<file path="config.mk">
export PLATFORM = sky130hd
export DESIGN_NAME = cms_clock_mode_selector
export DESIGN_NICKNAME = d
export VERILOG_FILES = /design/src/hw/cms_pkg.sv /design/src/hw/cms_tick_div.sv /design/src/hw/cms_clock_mode_selector.sv
export SDC_FILE = /design/constraint.sdc
export NUM_CORES = 1
export LEC_CHECK = 0
export ABC_CLOCK_PERIOD_IN_PS = 2400
export BUFFER_PORTS_ARGS = -buffer_cell sky130_fd_sc_hd__buf_4
export CORE_MARGIN = 2
export CORE_UTILIZATION = 46
export CTS_CLUSTER_DIAMETER = 150
export DETAILED_ROUTE_END_ITERATION = 10
export PLACE_DENSITY_LB_ADDON = 0.1
export SLEW_MARGIN = 20
export SYNTH_ARGS = -nofsm -noshare
export SYNTH_HDL_FRONTEND = slang
export SYNTH_SLANG_ARGS = --single-unit
</file>
<file path="constraint.sdc">
create_clock -name mclk -period 2.4 [get_ports mclk]
set_input_delay 0.36 -clock mclk [delete_from_list [all_inputs] [get_ports mclk]]
set_output_delay 0.36 -clock mclk [all_outputs]
set_load 0.01 [all_outputs]
</file>
<file path="src/hw/cms_pkg.sv">
// Constants shared by the clock mode selector
//
// Contract
// - Reset leaves the main oscillator and the real-time oscillator both enabled.
// - After reset the low-frequency clock comes from the divided main clock.
// - After reset the multiplier is off and its select status bit reads 0.
// - The multiplied clock is the main clock times a factor held between two and twenty.
// - Exactly three modes exist, low-power, slow and operating, set by the select bits.
// - Real-time enabled, routed and low-frequency selected gives the real-time clock on both outputs, oscillator, multiplier and divider enables 0, real-time status 1.
// - Divided select outside low-power mode gives a core clock of main over two times (divider value plus one), multiplier off, slow mode.
// - All of low-frequency, divided and multiplier selects at 0 gives the plain main clock, multiplier off, slow mode.
// - Multiplier select alone enables the multiplier and gives its output, halved when the half bit is set, in operating mode.
// - Without the real-time route the low-frequency clock is the divided clock, divider on, real-time status 0.
// - Low-frequency select in low-power use also turns off the main oscillator and the multiplier.
package cms_pkg;
   localparam logic [15:0] CMS_ENABLE_KEY  = 16'h2305;
   localparam logic [15:0] CMS_DISABLE_KEY = 16'h1807;
   localparam int          CMS_KEY_LSB     = 16;
   localparam int          CMS_B_HALF      = 1;
   localparam int          CMS_B_PLLSEL    = 2;
   localparam int          CMS_B_LFSEL     = 3;
   localparam int          CMS_B_DIVSEL    = 5;
   localparam int          CMS_B_ROUTE     = 6;
   localparam int          CMS_B_RTEN      = 7;
   localparam int          CMS_B_MAINEN    = 8;
   localparam int          CMS_B_MULTEN    = 9;
   localparam int          CMS_B_DIVIDER_ENABLE     = 13;
   localparam int          CMS_B_RTSTAT    = 14;
   localparam logic [31:0] CMS_STATUS_RST  = 32'h0000_2180;
   localparam logic [7:0]  CMS_SEL_RST     = 8'h80;
   localparam logic [7:0]  CMS_SEL_MASK    = 8'hee;
   localparam logic [4:0]  CMS_MULT_MIN    = 5'h02;
   localparam logic [4:0]  CMS_MULT_MAX    = 5'h14;
   localparam logic [7:0]  CMS_HALF_M1     = 8'h01;
   typedef enum logic [1:0] {CMS_LOW_POWER, CMS_SLOW, CMS_OPERATING} cms_mode_t;
   typedef enum logic [1:0] {CMS_SRC_MAIN, CMS_SRC_DIV, CMS_SRC_MULT, CMS_SRC_RT} cms_src_t;
endpackage

</file>
<file path="src/hw/cms_tick_div.sv">
// Enable-pulse divider: one output pulse per (period_m1 + 1) input ticks
`timescale 1ns/100ps
`default_nettype none
module cms_tick_div
(
   input  wire logic       mclk,
   input  wire logic       rst_n,
   input  wire logic       run,
   input  wire logic       tick,
   input  wire logic [7:0] period_m1,
   output logic            pulse
);
   logic [7:0] cnt_q;

   always_ff @(posedge mclk)
   begin
      if (!rst_n || !run)
         cnt_q <= 8'h00;
      else if (tick)
         cnt_q <= (cnt_q >= period_m1) ? 8'h00 : cnt_q + 8'h01;
   end

   // Compare with >= so a smaller period taken mid-count ends at once
   assign pulse = run && tick && (cnt_q >= period_m1);
endmodule
`default_nettype wire

</file>
<file path="src/hw/cms_clock_mode_selector.sv">
// Clock mode selector: keyed select bits, status, mode and clock enables
`timescale 1ns/100ps
`default_nettype none
module cms_clock_mode_selector
(
   input  wire logic                mclk,
   input  wire logic                rst_n,
   input  wire logic                enable_wr,
   input  wire logic                disable_wr,
   input  wire logic [31:0]         wr_data,
   input  wire logic [6:0]          divider_value,
   input  wire logic [4:0]          multiplier_req,
   input  wire logic                real_time_clock,
   input  wire logic                multiplied_clock,
   output logic      [31:0]         clock_status_reg,
   output cms_pkg::cms_mode_t       mode,
   output logic                     core_clock,
   output logic                     low_freq_clock,
   output logic                     divided_clock,
   output logic      [4:0]          multiplier_factor,
   output logic                     main_osc_enable,
   output logic                     multiplier_enable,
   output logic                     divider_enable,
   output logic                     rt_osc_enable
);
   import cms_pkg::*;

   // ----------------------------------------------------------------
   // Keyed select register
   // ----------------------------------------------------------------
   logic [7:0] sel_q;
   logic       en_ok;
   logic       dis_ok;

   assign en_ok  = enable_wr  && (wr_data[CMS_KEY_LSB +: 16] == CMS_ENABLE_KEY);
   assign dis_ok = disable_wr && (wr_data[CMS_KEY_LSB +: 16] == CMS_DISABLE_KEY);

   always_ff @(posedge mclk)
   begin
      if (!rst_n)
         sel_q <= CMS_SEL_RST;
      // Bits 0 and 4 hold nothing and must read 0 in status
      else if (en_ok || dis_ok)
         sel_q <= (sel_q | (en_ok ? (wr_data[7:0] & CMS_SEL_MASK) : 8'h00))
                  & ~(dis_ok ? (wr_data[7:0] & CMS_SEL_MASK) : 8'h00);
   end

   logic rt_en;
   logic route;
   logic lf_sel;
   logic div_sel;
   logic pll_sel;
   logic half_sel;
   assign rt_en    = sel_q[CMS_B_RTEN];
   assign route    = sel_q[CMS_B_ROUTE];
   assign lf_sel   = sel_q[CMS_B_LFSEL];
   assign div_sel  = sel_q[CMS_B_DIVSEL];
   assign pll_sel  = sel_q[CMS_B_PLLSEL];
   assign half_sel = sel_q[CMS_B_HALF];

   // ----------------------------------------------------------------
   // Mode decode
   // ----------------------------------------------------------------
   logic     rt_lf;
   logic     low_power_mode;
   logic     use_mult;
   cms_src_t want_src;
   cms_src_t src_q;

   assign rt_lf    = rt_en && route;
   assign low_power_mode      = rt_lf && lf_sel;
   assign use_mult = !low_power_mode && !lf_sel && !div_sel && pll_sel;

   always_comb
   begin
      if (low_power_mode)
         want_src = CMS_SRC_RT;
      else if (div_sel || lf_sel)
         want_src = CMS_SRC_DIV;
      else if (pll_sel)
         want_src = CMS_SRC_MULT;
      else
         want_src = CMS_SRC_MAIN;
   end

   always_comb
   begin
      if (low_power_mode)
         mode = CMS_LOW_POWER;
      else if (use_mult)
         mode = CMS_OPERATING;
      else
         mode = CMS_SLOW;
   end

   // Enables follow the active source too, so a source being left keeps
   // running until the switch point has been reached
   assign main_osc_enable   = !low_power_mode || (src_q != CMS_SRC_RT);
   assign multiplier_enable = use_mult || (src_q == CMS_SRC_MULT);
   assign divider_enable    = !rt_lf || (!low_power_mode && div_sel)
                              || (src_q == CMS_SRC_DIV);
   assign rt_osc_enable     = rt_en || (src_q == CMS_SRC_RT);

   always_comb
   begin
      clock_status_reg               = 32'h0000_0000;
      clock_status_reg[7:1]          = sel_q[7:1];
      clock_status_reg[CMS_B_MAINEN] = !low_power_mode;
      clock_status_reg[CMS_B_MULTEN] = use_mult;
      clock_status_reg[CMS_B_DIVIDER_ENABLE]  = !rt_lf || (!low_power_mode && div_sel);
      clock_status_reg[CMS_B_RTSTAT] = rt_lf;
   end

   // ----------------------------------------------------------------
   // Multiplier factor
   // ----------------------------------------------------------------
   always_ff @(posedge mclk)
   begin
      if (!rst_n)
         multiplier_factor <= CMS_MULT_MIN;
      else if (multiplier_req < CMS_MULT_MIN)
         multiplier_factor <= CMS_MULT_MIN;
      else if (multiplier_req > CMS_MULT_MAX)
         multiplier_factor <= CMS_MULT_MAX;
      else
         multiplier_factor <= multiplier_req;
   end

   // ----------------------------------------------------------------
   // Pin synchronisers and edge ticks
   // ----------------------------------------------------------------
   logic [2:0] rt_sync_q;
   logic [2:0] mul_sync_q;
   logic       rt_tick;
   logic       mul_tick;

   always_ff @(posedge mclk)
   begin
      if (!rst_n)
         rt_sync_q <= 3'h0;
      else
         rt_sync_q <= {rt_sync_q[1:0], real_time_clock};
   end

   always_ff @(posedge mclk)
   begin
      if (!rst_n)
         mul_sync_q <= 3'h0;
      else
         mul_sync_q <= {mul_sync_q[1:0], multiplied_clock};
   end

   // Only stages 1 and 2 feed the edge detectors
   assign rt_tick  = rt_osc_enable && rt_sync_q[1] && !rt_sync_q[2];
   assign mul_tick = multiplier_enable && mul_sync_q[1] && !mul_sync_q[2];

   // ----------------------------------------------------------------
   // Dividers
   // ----------------------------------------------------------------
   logic [7:0] div_m1;
   logic       div_pulse;
   logic       half_pulse;

   assign div_m1 = {divider_value, 1'b1};

   cms_tick_div u_main_div
   (
      .mclk      (mclk),
      .rst_n     (rst_n),
      .run       (divider_enable),
      .tick      (1'b1),
      .period_m1 (div_m1),
      .pulse     (div_pulse)
   );

   cms_tick_div u_half_div
   (
      .mclk      (mclk),
      .rst_n     (rst_n),
      .run       (multiplier_enable),
      .tick      (mul_tick),
      .period_m1 (CMS_HALF_M1),
      .pulse     (half_pulse)
   );

   // ----------------------------------------------------------------
   // Core source switch and clock enables
   // ----------------------------------------------------------------
   logic src_pulse;
   logic mult_pulse;

   assign mult_pulse = half_sel ? half_pulse : mul_tick;

   always_comb
   begin
      case (src_q)
         CMS_SRC_MAIN: src_pulse = 1'b1;
         CMS_SRC_DIV:  src_pulse = div_pulse;
         CMS_SRC_MULT: src_pulse = mult_pulse;
         default:      src_pulse = rt_tick;
      endcase
   end

   // Switch only on the old source's period end, trading a short latency
   // for no runt period at the change
   always_ff @(posedge mclk)
   begin
      if (!rst_n)
         src_q <= CMS_SRC_MAIN;
      else if (src_pulse && (want_src != src_q))
         src_q <= want_src;
   end

   always_ff @(posedge mclk)
   begin
      if (!rst_n)
      begin
         core_clock     <= 1'b0;
         low_freq_clock <= 1'b0;
         divided_clock  <= 1'b0;
      end
      else
      begin
         core_clock     <= src_pulse;
         low_freq_clock <= rt_lf ? rt_tick : div_pulse;
         divided_clock  <= div_pulse;
      end
   end
endmodule
`default_nettype wire

</file>
==> results.yml, run 1 <==
layout:
  fillerInstances: 380
  final_area_um2: 2490
  areaGrowthSynthToFinish_pct: 26.5
  drive_gt1_share_pct: 28.0
  final_util_pct: 61.3
  nNetsFinal: 342
  diodes: 0
logic_synthesis:
  yosys_warnings: 0
  synth_seq_cells: 38
  ys_seq_area_share_pct: 38.7
  synth-edff-count: 0
  synthTopCellsByArea: "dfxtp_1 (39%), buf_4 (9.5%), ha_1 (7.0%), nor2_1 (3.6%), a31oi_1 (2.5%)"
  synth_flop_cell: "dfxtp_1"
  synth_common_cells: "dfxtp_1 (38), buf_4 (25), nor2_1 (19)"
  synth_async_sr_flop_share_pct: 0
  synth_top_area_share_pct: 38.7
  syn_inst: 217
  synth_area_um2: 1970
  synth_top_area_cell: "dfxtp_1"
  yosysMostFrequentCell: "dfxtp_1"
  syn_avg_cell_area_um2: 9.06
  synth_cell_type_count: 49
setup_path:
  crit_chain: "ha_1, a21o_1, a221o_1, a31oi_1, o311ai_0"
  crit_path_max_incr_delay_ns: 0.43
  rr_worst_depth: 5
  critical_path_class: "reg -> reg"
  cp_data_required_time_ns: 2.54
  endpoint_kind: "register"
  critPathLaunchType: "register"
  critPathSlowestCell: "a31oi_1"
  path_max_fanout: 5
  cp.arrival_ns: 2.03
min_path:
  hold_depth: 2
  hp-class: "in -> reg"
clocking:
  cts_sinks: 38
  ctsResizeCount: 0
  post-cts-setup-buffers: 0
  numCtsBuffers: 5
  cts_max_path_buffers: 2
  hold_buffers: 0
  clock_latency_ns: 0.28
  cts_tree: "yes"
  cts_root_buf: "clkbuf_8"
  cts.htree.levels: 2
  clkSlewWorstSetupHoldPaths_ns: 0.07
sta:
  setup_slack_ns: 0.510
  setup_violations: 0
  slew_violations: 0
  max_freq_mhz: 529
  skew_ns: 0.00483
  setup-tns-final_ns: 0
  finalHoldViolCount: 0
  fin_crit_sh_pct: 78.7
  relSlewSlack_pct: 64.1
  period_needed_ns: 1.89
  worst_slew_pin_slew_ns: 0.536
  rsz0062_at_grt: "false"
drt:
  viasPerCell: 4.99
  ant_nets: 0
  drc: 0
  firstDrtPassIters: 4
  avgRoutedWirePerCell_um: 11.7
  dr_total_vias: 1657
  first_iter_violations: 73
  wl_um: 3870
power_and_ir_drop:
  clock_power_share_pct: 36.5
  swShare_pct: 23.4
  powerDensity_nw_per_um2: 495
  report.power.total_mw: 1.23
  ir_drop_v: 0.000300
  p_switching_uw: 288
  combPwrFrac_pct: 10.5
  internal_power_uw: 943
  seqPwrFrac_pct: 53.0
  leakage_nw: 1.14
placed_design:
  globalplace.congestion: 0.721
  dpl_worst_slack_ns: 0.333
  port_buffers: 63
  place_area_um2: 2390
  hpwl_um: 3120
die:
  die_h_um: 69.4
  die_x_um: 69.4
  std_cell_rows: 23
  core_area_um2: 4060
  start_util_pct: 48.4
  dieArea_um2: 4810
  ios: 96
global_route:
  grt_max_degree: 18
  antenna_found_initial: 0
  overflow: 0
  grt_pass1_vias: 1464
  track_usage_pct: 16.2
  grt_pass1_wl_um: 6350
flow_run:
  max-cap-violations: 0
outcome:
  status: "complete, no violations"
==> cells by family (layout without fill, tap and decap cells) <==
logic type                 count (synthesis)  count (layout)  share of synthesized area, %
xor gates and xnor gates                   7               7                          3.12
AOI/OAI and AO/OA                         42              42                          15.4
DFF                                       38              38                          38.7
adders and majority gates                 12              12                          7.51
buffers and inverters                     42              86                          12.9
muxes                                      1               1                         0.509
and+or+nand+nor                           74              74                          21.7
other                                      1              22                         0.191
==> cell type report <==
type | instances | area (um^2) | area share [%]
Sequential cell | 38 | 761 | 30.6
Multi-Input combinational cell | 158 | 1030 | 41.5
Inverter | 13 | 48.8 | 1.96
Tap cell | 50 | 62.6 | 2.52
Clock inverter | 2 | 12.5 | 0.503
Timing Repair Buffer | 65 | 488 | 19.6
Clock buffer | 6 | 82.6 | 3.32
==> state kept, by name, summed over array words and instances (netlist names) <==
name               count
multiplier_factor      5
divided_clock          1
core_clock             1
src_q                  2
sel_q                  6
u_main_div.cnt_q       8
rt_sync_q              3
u_half_div.cnt_q       8
mul_sync_q             3
low_freq_clock         1
==> stage by stage <==
step,std cells,hold slack [ns]
floorplan,238,0.412
global placement,324,0.414
detailed placement,324,0.425
CTS,332,0.245
global route,332,0.243
finish,332,0.253
==> cells in the final DEF (no fill, tap or decap), types with 2 or more instances in the layout <==
master,Yosys,final
buf_4,25,65
dfxtp_1,38,38
conb_1,1,22
nor2_1,19,19
inv_1,13,13
ha_1,11,11
nand2_1,8,8
a31oi_1,8,8
and2_1,8,8
a21oi_1,7,7
nand3_1,7,7
a211oi_1,6,6
clkbuf_8,0,6
xor2_1,5,5
nor2b_1,4,4
a21o_1,4,4
a41oi_1,4,4
nor3b_1,3,3
or2_2,3,3
and3_1,3,3
nand2b_1,2,2
nand4_1,2,2
nor4_1,2,2
xnor2_1,2,2
nand3b_1,2,2
nor3_1,2,2
o21ai_0,2,2
o31ai_1,2,2
==> final timing paths <==
| kind | startpoint | to | slack (ns) |
|---|---|---|---|
| worst max-delay path | u_main_div.cnt_q[5] | src_q[1] | 0.51 |
| worst min-delay path | wr_data[2] | sel_q[2] | 0.25 |
| worst max register to register | u_main_div.cnt_q[5] | src_q[1] | 0.51 |
| worst min register to register | mul_sync_q[0] | mul_sync_q[1] | 0.44 |
==> power groups by stage <==
| stage | sequential (mW) | combinational [mW] | clock, mW |
|---|---|---|---|
| after floorplan | 0.669 | 0.0838 | 0 |
| after global placement | 0.667 | 0.128 | 0 |
| after detailed placement | 0.668 | 0.130 | 0 |
| after CTS | 0.653 | 0.130 | 0.461 |
| after global routing | 0.655 | 0.144 | 0.498 |
| final | 0.653 | 0.129 | 0.449 |
==> layer usage <==
layer,GRT usage [%],part of all wire (%),vias to the layer above
met3,5.67,8.8,4
met2,26.5,45,68
li1,-,-,849
met1,19.8,45,736
met4,5.23,1.2,0
met5,0,0,-
==> critical path, delay by kind of cell, from the launching register on <==
kind / cells / cell delay [ns]
AO/OA/AOI/OAI: 4 / 1.09
adder cells (fa/ha/maj): 1 / 0.27
flip-flops: 1 / 0.40
(Power assumes the default switching activity.)
==> inputs of run 2 (changes only) <==
--- a/config.mk
+++ b/config.mk
@@ -5,7 +5,7 @@
 export SDC_FILE = /design/constraint.sdc
 export NUM_CORES = 1
 export LEC_CHECK = 0
-export ABC_CLOCK_PERIOD_IN_PS = 2400
+export ABC_CLOCK_PERIOD_IN_PS = 1800
 export BUFFER_PORTS_ARGS = -buffer_cell sky130_fd_sc_hd__buf_4
 export CORE_MARGIN = 2
 export CORE_UTILIZATION = 46
==> constraint.sdc (replaced) <==
create_clock -name mclk -period 1.8 [get_ports mclk]
set_input_delay 0.27 -clock mclk [delete_from_list [all_inputs] [get_ports mclk]]
set_output_delay 0.27 -clock mclk [all_outputs]
set_load 0.01 [all_outputs]
==> results.yml, run 2 (same netlist as run 1, synthesis figures left out) <==
sta:
  setup_violations: 0
  period_needed_ns: 1.72
  skew_ns: 0.00403
  setup-tns-final_ns: 0
  max_freq_mhz: 583
  slew_violations: 0
  rsz0062_at_grt: "false"
  whs_ns: 0.165
  fin_crit_sh_pct: 95.3
  finalHoldViolCount: 0
die:
  die_h_um: 69.4
  start_util_pct: 48.4
  die_x_um: 69.4
  ios: 96
  std_cell_rows: 23
  core_area_um2: 4060
  dieArea_um2: 4810
layout:
  largest_registers: "u_half_div.cnt_q x8, u_main_div.cnt_q x8, sel_q x6"
  drive_gt1_share_pct: 30.2
  mostFrequentLayoutCells: "buf_4 (68), dfxtp_1 (37), conb_1 (22)"
  nNetsFinal: 345
  final_area_um2: 2520
  stdcell_count: 335
  final_common_cell: "buf_4"
  diodes: 0
  areaGrowthSynthToFinish_pct: 28.2
setup_path:
  setup.worst_path.start: "u_main_div.cnt_q[6]"
  r2r_start: "u_main_div.cnt_q[6]"
  path_max_fanout: 8
  r2r_slack_ns: 0.08
  cp_data_required_time_ns: 2.02
  rr_worst_depth: 5
  critPathLaunchType: "register"
  crit_path_end: "u_main_div.cnt_q[3]"
  cp.arrival_ns: 1.94
  reg2reg_to: "u_main_div.cnt_q[3]"
  critical_path_class: "reg -> reg"
  endpoint_kind: "register"
global_route:
  overflow: 0
  top_usage_layer: "met2"
  use_met2_pct: 28.3
  track_usage_pct: 16.8
  grt_max_degree: 18
  grtUsageMet3_pct: 4.36
  grt_pass1_vias: 1589
  grt_pass1_wl_um: 6640
  antenna_found_initial: 0
  use_met1_pct: 19.7
drt:
  dr_total_vias: 1689
  wl_um: 3980
  ant_nets: 0
  avgRoutedWirePerCell_um: 11.9
  drc: 0
  firstDrtPassIters: 4
  viasPerCell: 5.04
  first_iter_violations: 92
power_and_ir_drop:
  clock_power_share_pct: 36.0
  internal_power_mw: 1.26
  seqPwrFrac_pct: 53.4
  report.power.total_mw: 1.63
  ir_drop_v: 0.000350
  swShare_pct: 22.8
  powerDensity_nw_per_um2: 647
  p_switching_uw: 371
  combPwrFrac_pct: 10.6
  leakage_nw: 1.16
clocking:
  cts_sinks: 38
  clock_latency_ns: 0.28
  cts.htree.levels: 2
  cts_root_buf: "clkbuf_8"
  clkSlewWorstSetupHoldPaths_ns: 0.07
  cts_tree: "yes"
  cts_max_path_buffers: 2
  numCtsBuffers: 5
outcome:
  status: "complete, no violations"
placed_design:
  hpwl_um: 3130
  place_area_um2: 2410
  dp_cells: 327
  port_buffers: 63
  globalplace.congestion: 0.738
min_path:
  hp-class: "in -> reg"
flow_run:
  max-cap-violations: 0
==> run 2: final cells by class <==
type                       count  area, um^2
fill                         378        1540
clock buffer                   7        86.3
multi-input combinational    158        1040
timing repair buffer          68         510
inverter                      13        48.8
clock inverter                 1        5.00
sequential                    38         762
tap                           50        62.6
==> run 2: worst min-delay path by stage <==
| stage | from | endpoint | slack (ns) | cells past startpoint |
|---|---|---|---|---|
| after floorplan | multiplier_req[4] | multiplier_factor[3] | 0.35 | 1 |
| after global placement | rt_sync_q[0] | rt_sync_q[1] | 0.41 | 1 |
| after detailed placement | mul_sync_q[0] | mul_sync_q[1] | 0.43 | 1 |
| after CTS | wr_data[2] | sel_q[2] | 0.15 | 2 |
| after global routing | wr_data[3] | sel_q[3] | 0.16 | 2 |
| final | wr_data[2] | sel_q[2] | 0.16 | 2 |
==> run 2: critical path, cell delays in order (launching register included) <==
cell	delay [ns]
dfxtp_1	0.37
ha_1	0.24
and2_0	0.19
a221o_1	0.32
a311o_2	0.40
nor2_1	0.13
==> run 2: timing repair <==
item	in CTS	in global routing
gates resized for setup	0	5
hold buffers	0	0
endpoints found under the setup margin	0	15
buffers inserted	0	0
==> run 2: stage by stage <==
step,setup WS (ns),utilization [%]
after floorplan,0.117,-
after global placement,0.0000899,59.5
after detailed placement,0.000204,59.5
after CTS,0.0347,61.7
after global routing,0.0171,62.1
final,0.0839,62.1
==> run 2: power by group through the flow <==
stage          Sequential, mW  Clock [mW]  Combinational [mW]
2_1_floorplan           0.892           0               0.112
3_3_place_gp            0.890           0               0.170
3_5_place_dp            0.890           0               0.174
4_1_cts                 0.871       0.607               0.174
5_1_grt                 0.873       0.633               0.194
6_report                0.871       0.587               0.173
==> run 2: metal layers <==
metal | wire length [um] | vias to the layer above
met2 | 1880 | 80
met1 | 1660 | 752
met4 | 78 | 0
met3 | 357 | 5
li1 | - | 852
met5 | 0 | -
==> inputs of run 3 (changes only) <==
==> constraint.sdc (replaced) <==
create_clock -name mclk -period 1.8 [get_ports mclk]
set_input_delay 0.09 -clock mclk [delete_from_list [all_inputs] [get_ports mclk]]
set_output_delay 0.09 -clock mclk [all_outputs]
set_load 0.01 [all_outputs]
==> results.yml, run 3 (same netlist as run 1, synthesis figures left out) <==
outcome:
  status: "complete, no violations"
placed_design:
  port_buffers: 63
  hpwl_um: 3140
  globalplace.congestion: 0.727
setup_path:
  cp_data_required_time_ns: 2.03
  r2r_slack_ns: 0.09
  rr_worst_depth: 5
  cp.arrival_ns: 1.94
  path_max_fanout: 8
  critPathLaunchType: "register"
  endpoint_kind: "register"
  setup.worst_path.start: "u_main_div.cnt_q[5]"
  crit_path_end: "u_main_div.cnt_q[6]"
  reg2reg_to: "u_main_div.cnt_q[6]"
  r2r_start: "u_main_div.cnt_q[5]"
  critical_path_class: "reg -> reg"
layout:
  areaGrowthSynthToFinish_pct: 31.7
  largest_registers: "u_half_div.cnt_q x8, u_main_div.cnt_q x8, sel_q x6"
  final_common_cell: "buf_4"
  fillerInstances: 372
  mostFrequentLayoutCells: "buf_4 (69), dfxtp_1 (38), conb_1 (22)"
  multi_input_area_um2: 1040
  regArea_um2: 761
  diodes: 0
  nNetsFinal: 353
  drive_gt1_share_pct: 28.7
drt:
  drc: 0
  firstDrtPassIters: 4
  first_iter_violations: 84
  avgRoutedWirePerCell_um: 12.1
  wl_um: 4140
  viasPerCell: 4.98
  ant_nets: 0
  dr_total_vias: 1709
sta:
  skew_ns: 0.00349
  fin_crit_sh_pct: 94.9
  finalHoldViolCount: 0
  setup_violations: 0
  rsz0062_at_grt: "false"
  max_freq_mhz: 586
  slew_violations: 0
  setup-tns-final_ns: 0
  period_needed_ns: 1.71
die:
  std_cell_rows: 23
  core_area_um2: 4060
  start_util_pct: 48.4
  die_x_um: 69.4
  dieArea_um2: 4810
  die_h_um: 69.4
  ios: 96
min_path:
  hp-class: "in -> reg"
clocking:
  post-cts-setup-buffers: 0
  cts_tree: "yes"
  cts_sinks: 38
  clkSlewWorstSetupHoldPaths_ns: 0.07
  cts.htree.levels: 2
  clock_latency_ns: 0.29
  numCtsBuffers: 5
  cts_root_buf: "clkbuf_8"
  cts_max_path_buffers: 2
power_and_ir_drop:
  report.power.total_mw: 1.65
  ir_drop_v: 0.000303
  leakage_nw: 1.19
  powerDensity_nw_per_um2: 638
global_route:
  grt_max_degree: 18
  grt_pass1_wl_um: 6930
  antenna_found_initial: 0
  track_usage_pct: 17.8
  overflow: 0
  grt_pass1_vias: 1583
flow_run:
  max-cap-violations: 0
==> run 3: cell count changes in the layout (fill, tap and decap cells not counted), sizes merged <==
cell	previous run	this run
buf	68	69
dlygate4sd3	0	7
==> run 3: critical path, stage by stage (launching register included) <==
cell and delay [ns]:
dfxtp_1 0.39, ha_1 0.26, a21o_1 0.16, a221o_1 0.33, a311o_2 0.39, nor2_1 0.12
==> run 3: worst min-delay path by stage <==
stage | to | slack [ns] | depth (start not counted) | from
2_1_floorplan | multiplier_factor[3] | 0.17 | 1 | multiplier_req[4]
3_3_place_gp | sel_q[2] | 0.28 | 2 | wr_data[2]
3_5_place_dp | sel_q[5] | 0.29 | 2 | wr_data[5]
4_1_cts | rt_sync_q[0] | 0.002 | 2 | real_time_clock
5_1_grt | rt_sync_q[0] | 0.005 | 2 | real_time_clock
6_report | rt_sync_q[0] | 0.009 | 2 | real_time_clock
==> run 3: timing repair <==
item,CTS,global route
resized for setup,0,2
hold endpoints to repair,7,0
setup endpoints to repair,0,3
hold buffers,7,0
==> run 3: layer usage <==
metal | part of all wire, % | global-route usage [%] | wire, um
met1 | 43 | 20.4 | 1790
met4 | 1.7 | 7.19 | 72
met3 | 8.4 | 6.25 | 347
met2 | 47 | 30.1 | 1930
met5 | 0 | 0 | 0
==> run 3: final cells by class <==
| type | count | area share, % |
|---|---|---|
| Clock inverter | 1 | 0.193 |
| Clock buffer | 7 | 3.33 |
| Multi-Input combinational cell | 158 | 40.1 |
| Sequential cell | 38 | 29.4 |
| Timing Repair Buffer | 76 | 22.7 |
| Tap cell | 50 | 2.42 |
| Inverter | 13 | 1.88 |
==> run 3: where the power goes <==
| group | leakage (nW) | total [mW] | switching [mW] | internal, mW |
|---|---|---|---|---|
| logic | 0.834 | 0.185 | 0.0836 | 0.101 |
| registers | 0.309 | 0.872 | 0.0124 | 0.859 |
| clock network | 0.0482 | 0.594 | 0.285 | 0.309 |
| total | 1.19 | 1.65 | 0.381 | 1.27 |
==> run 3: metrics by stage <==
step                      std cells  area, um^2  worst slack (ns)  utilization [%]  hold WS [ns]
after detailed placement        328        2420            0.0910             59.7         0.285
after CTS                       343        2580            0.0712             63.6       0.00187
final                           343        2590            0.0927             63.8       0.00877
after floorplan                 238        2040             0.180                -         0.166
after global placement          328        2420             0.112             59.7         0.282
after global routing            343        2590            0.0153             63.8       0.00476
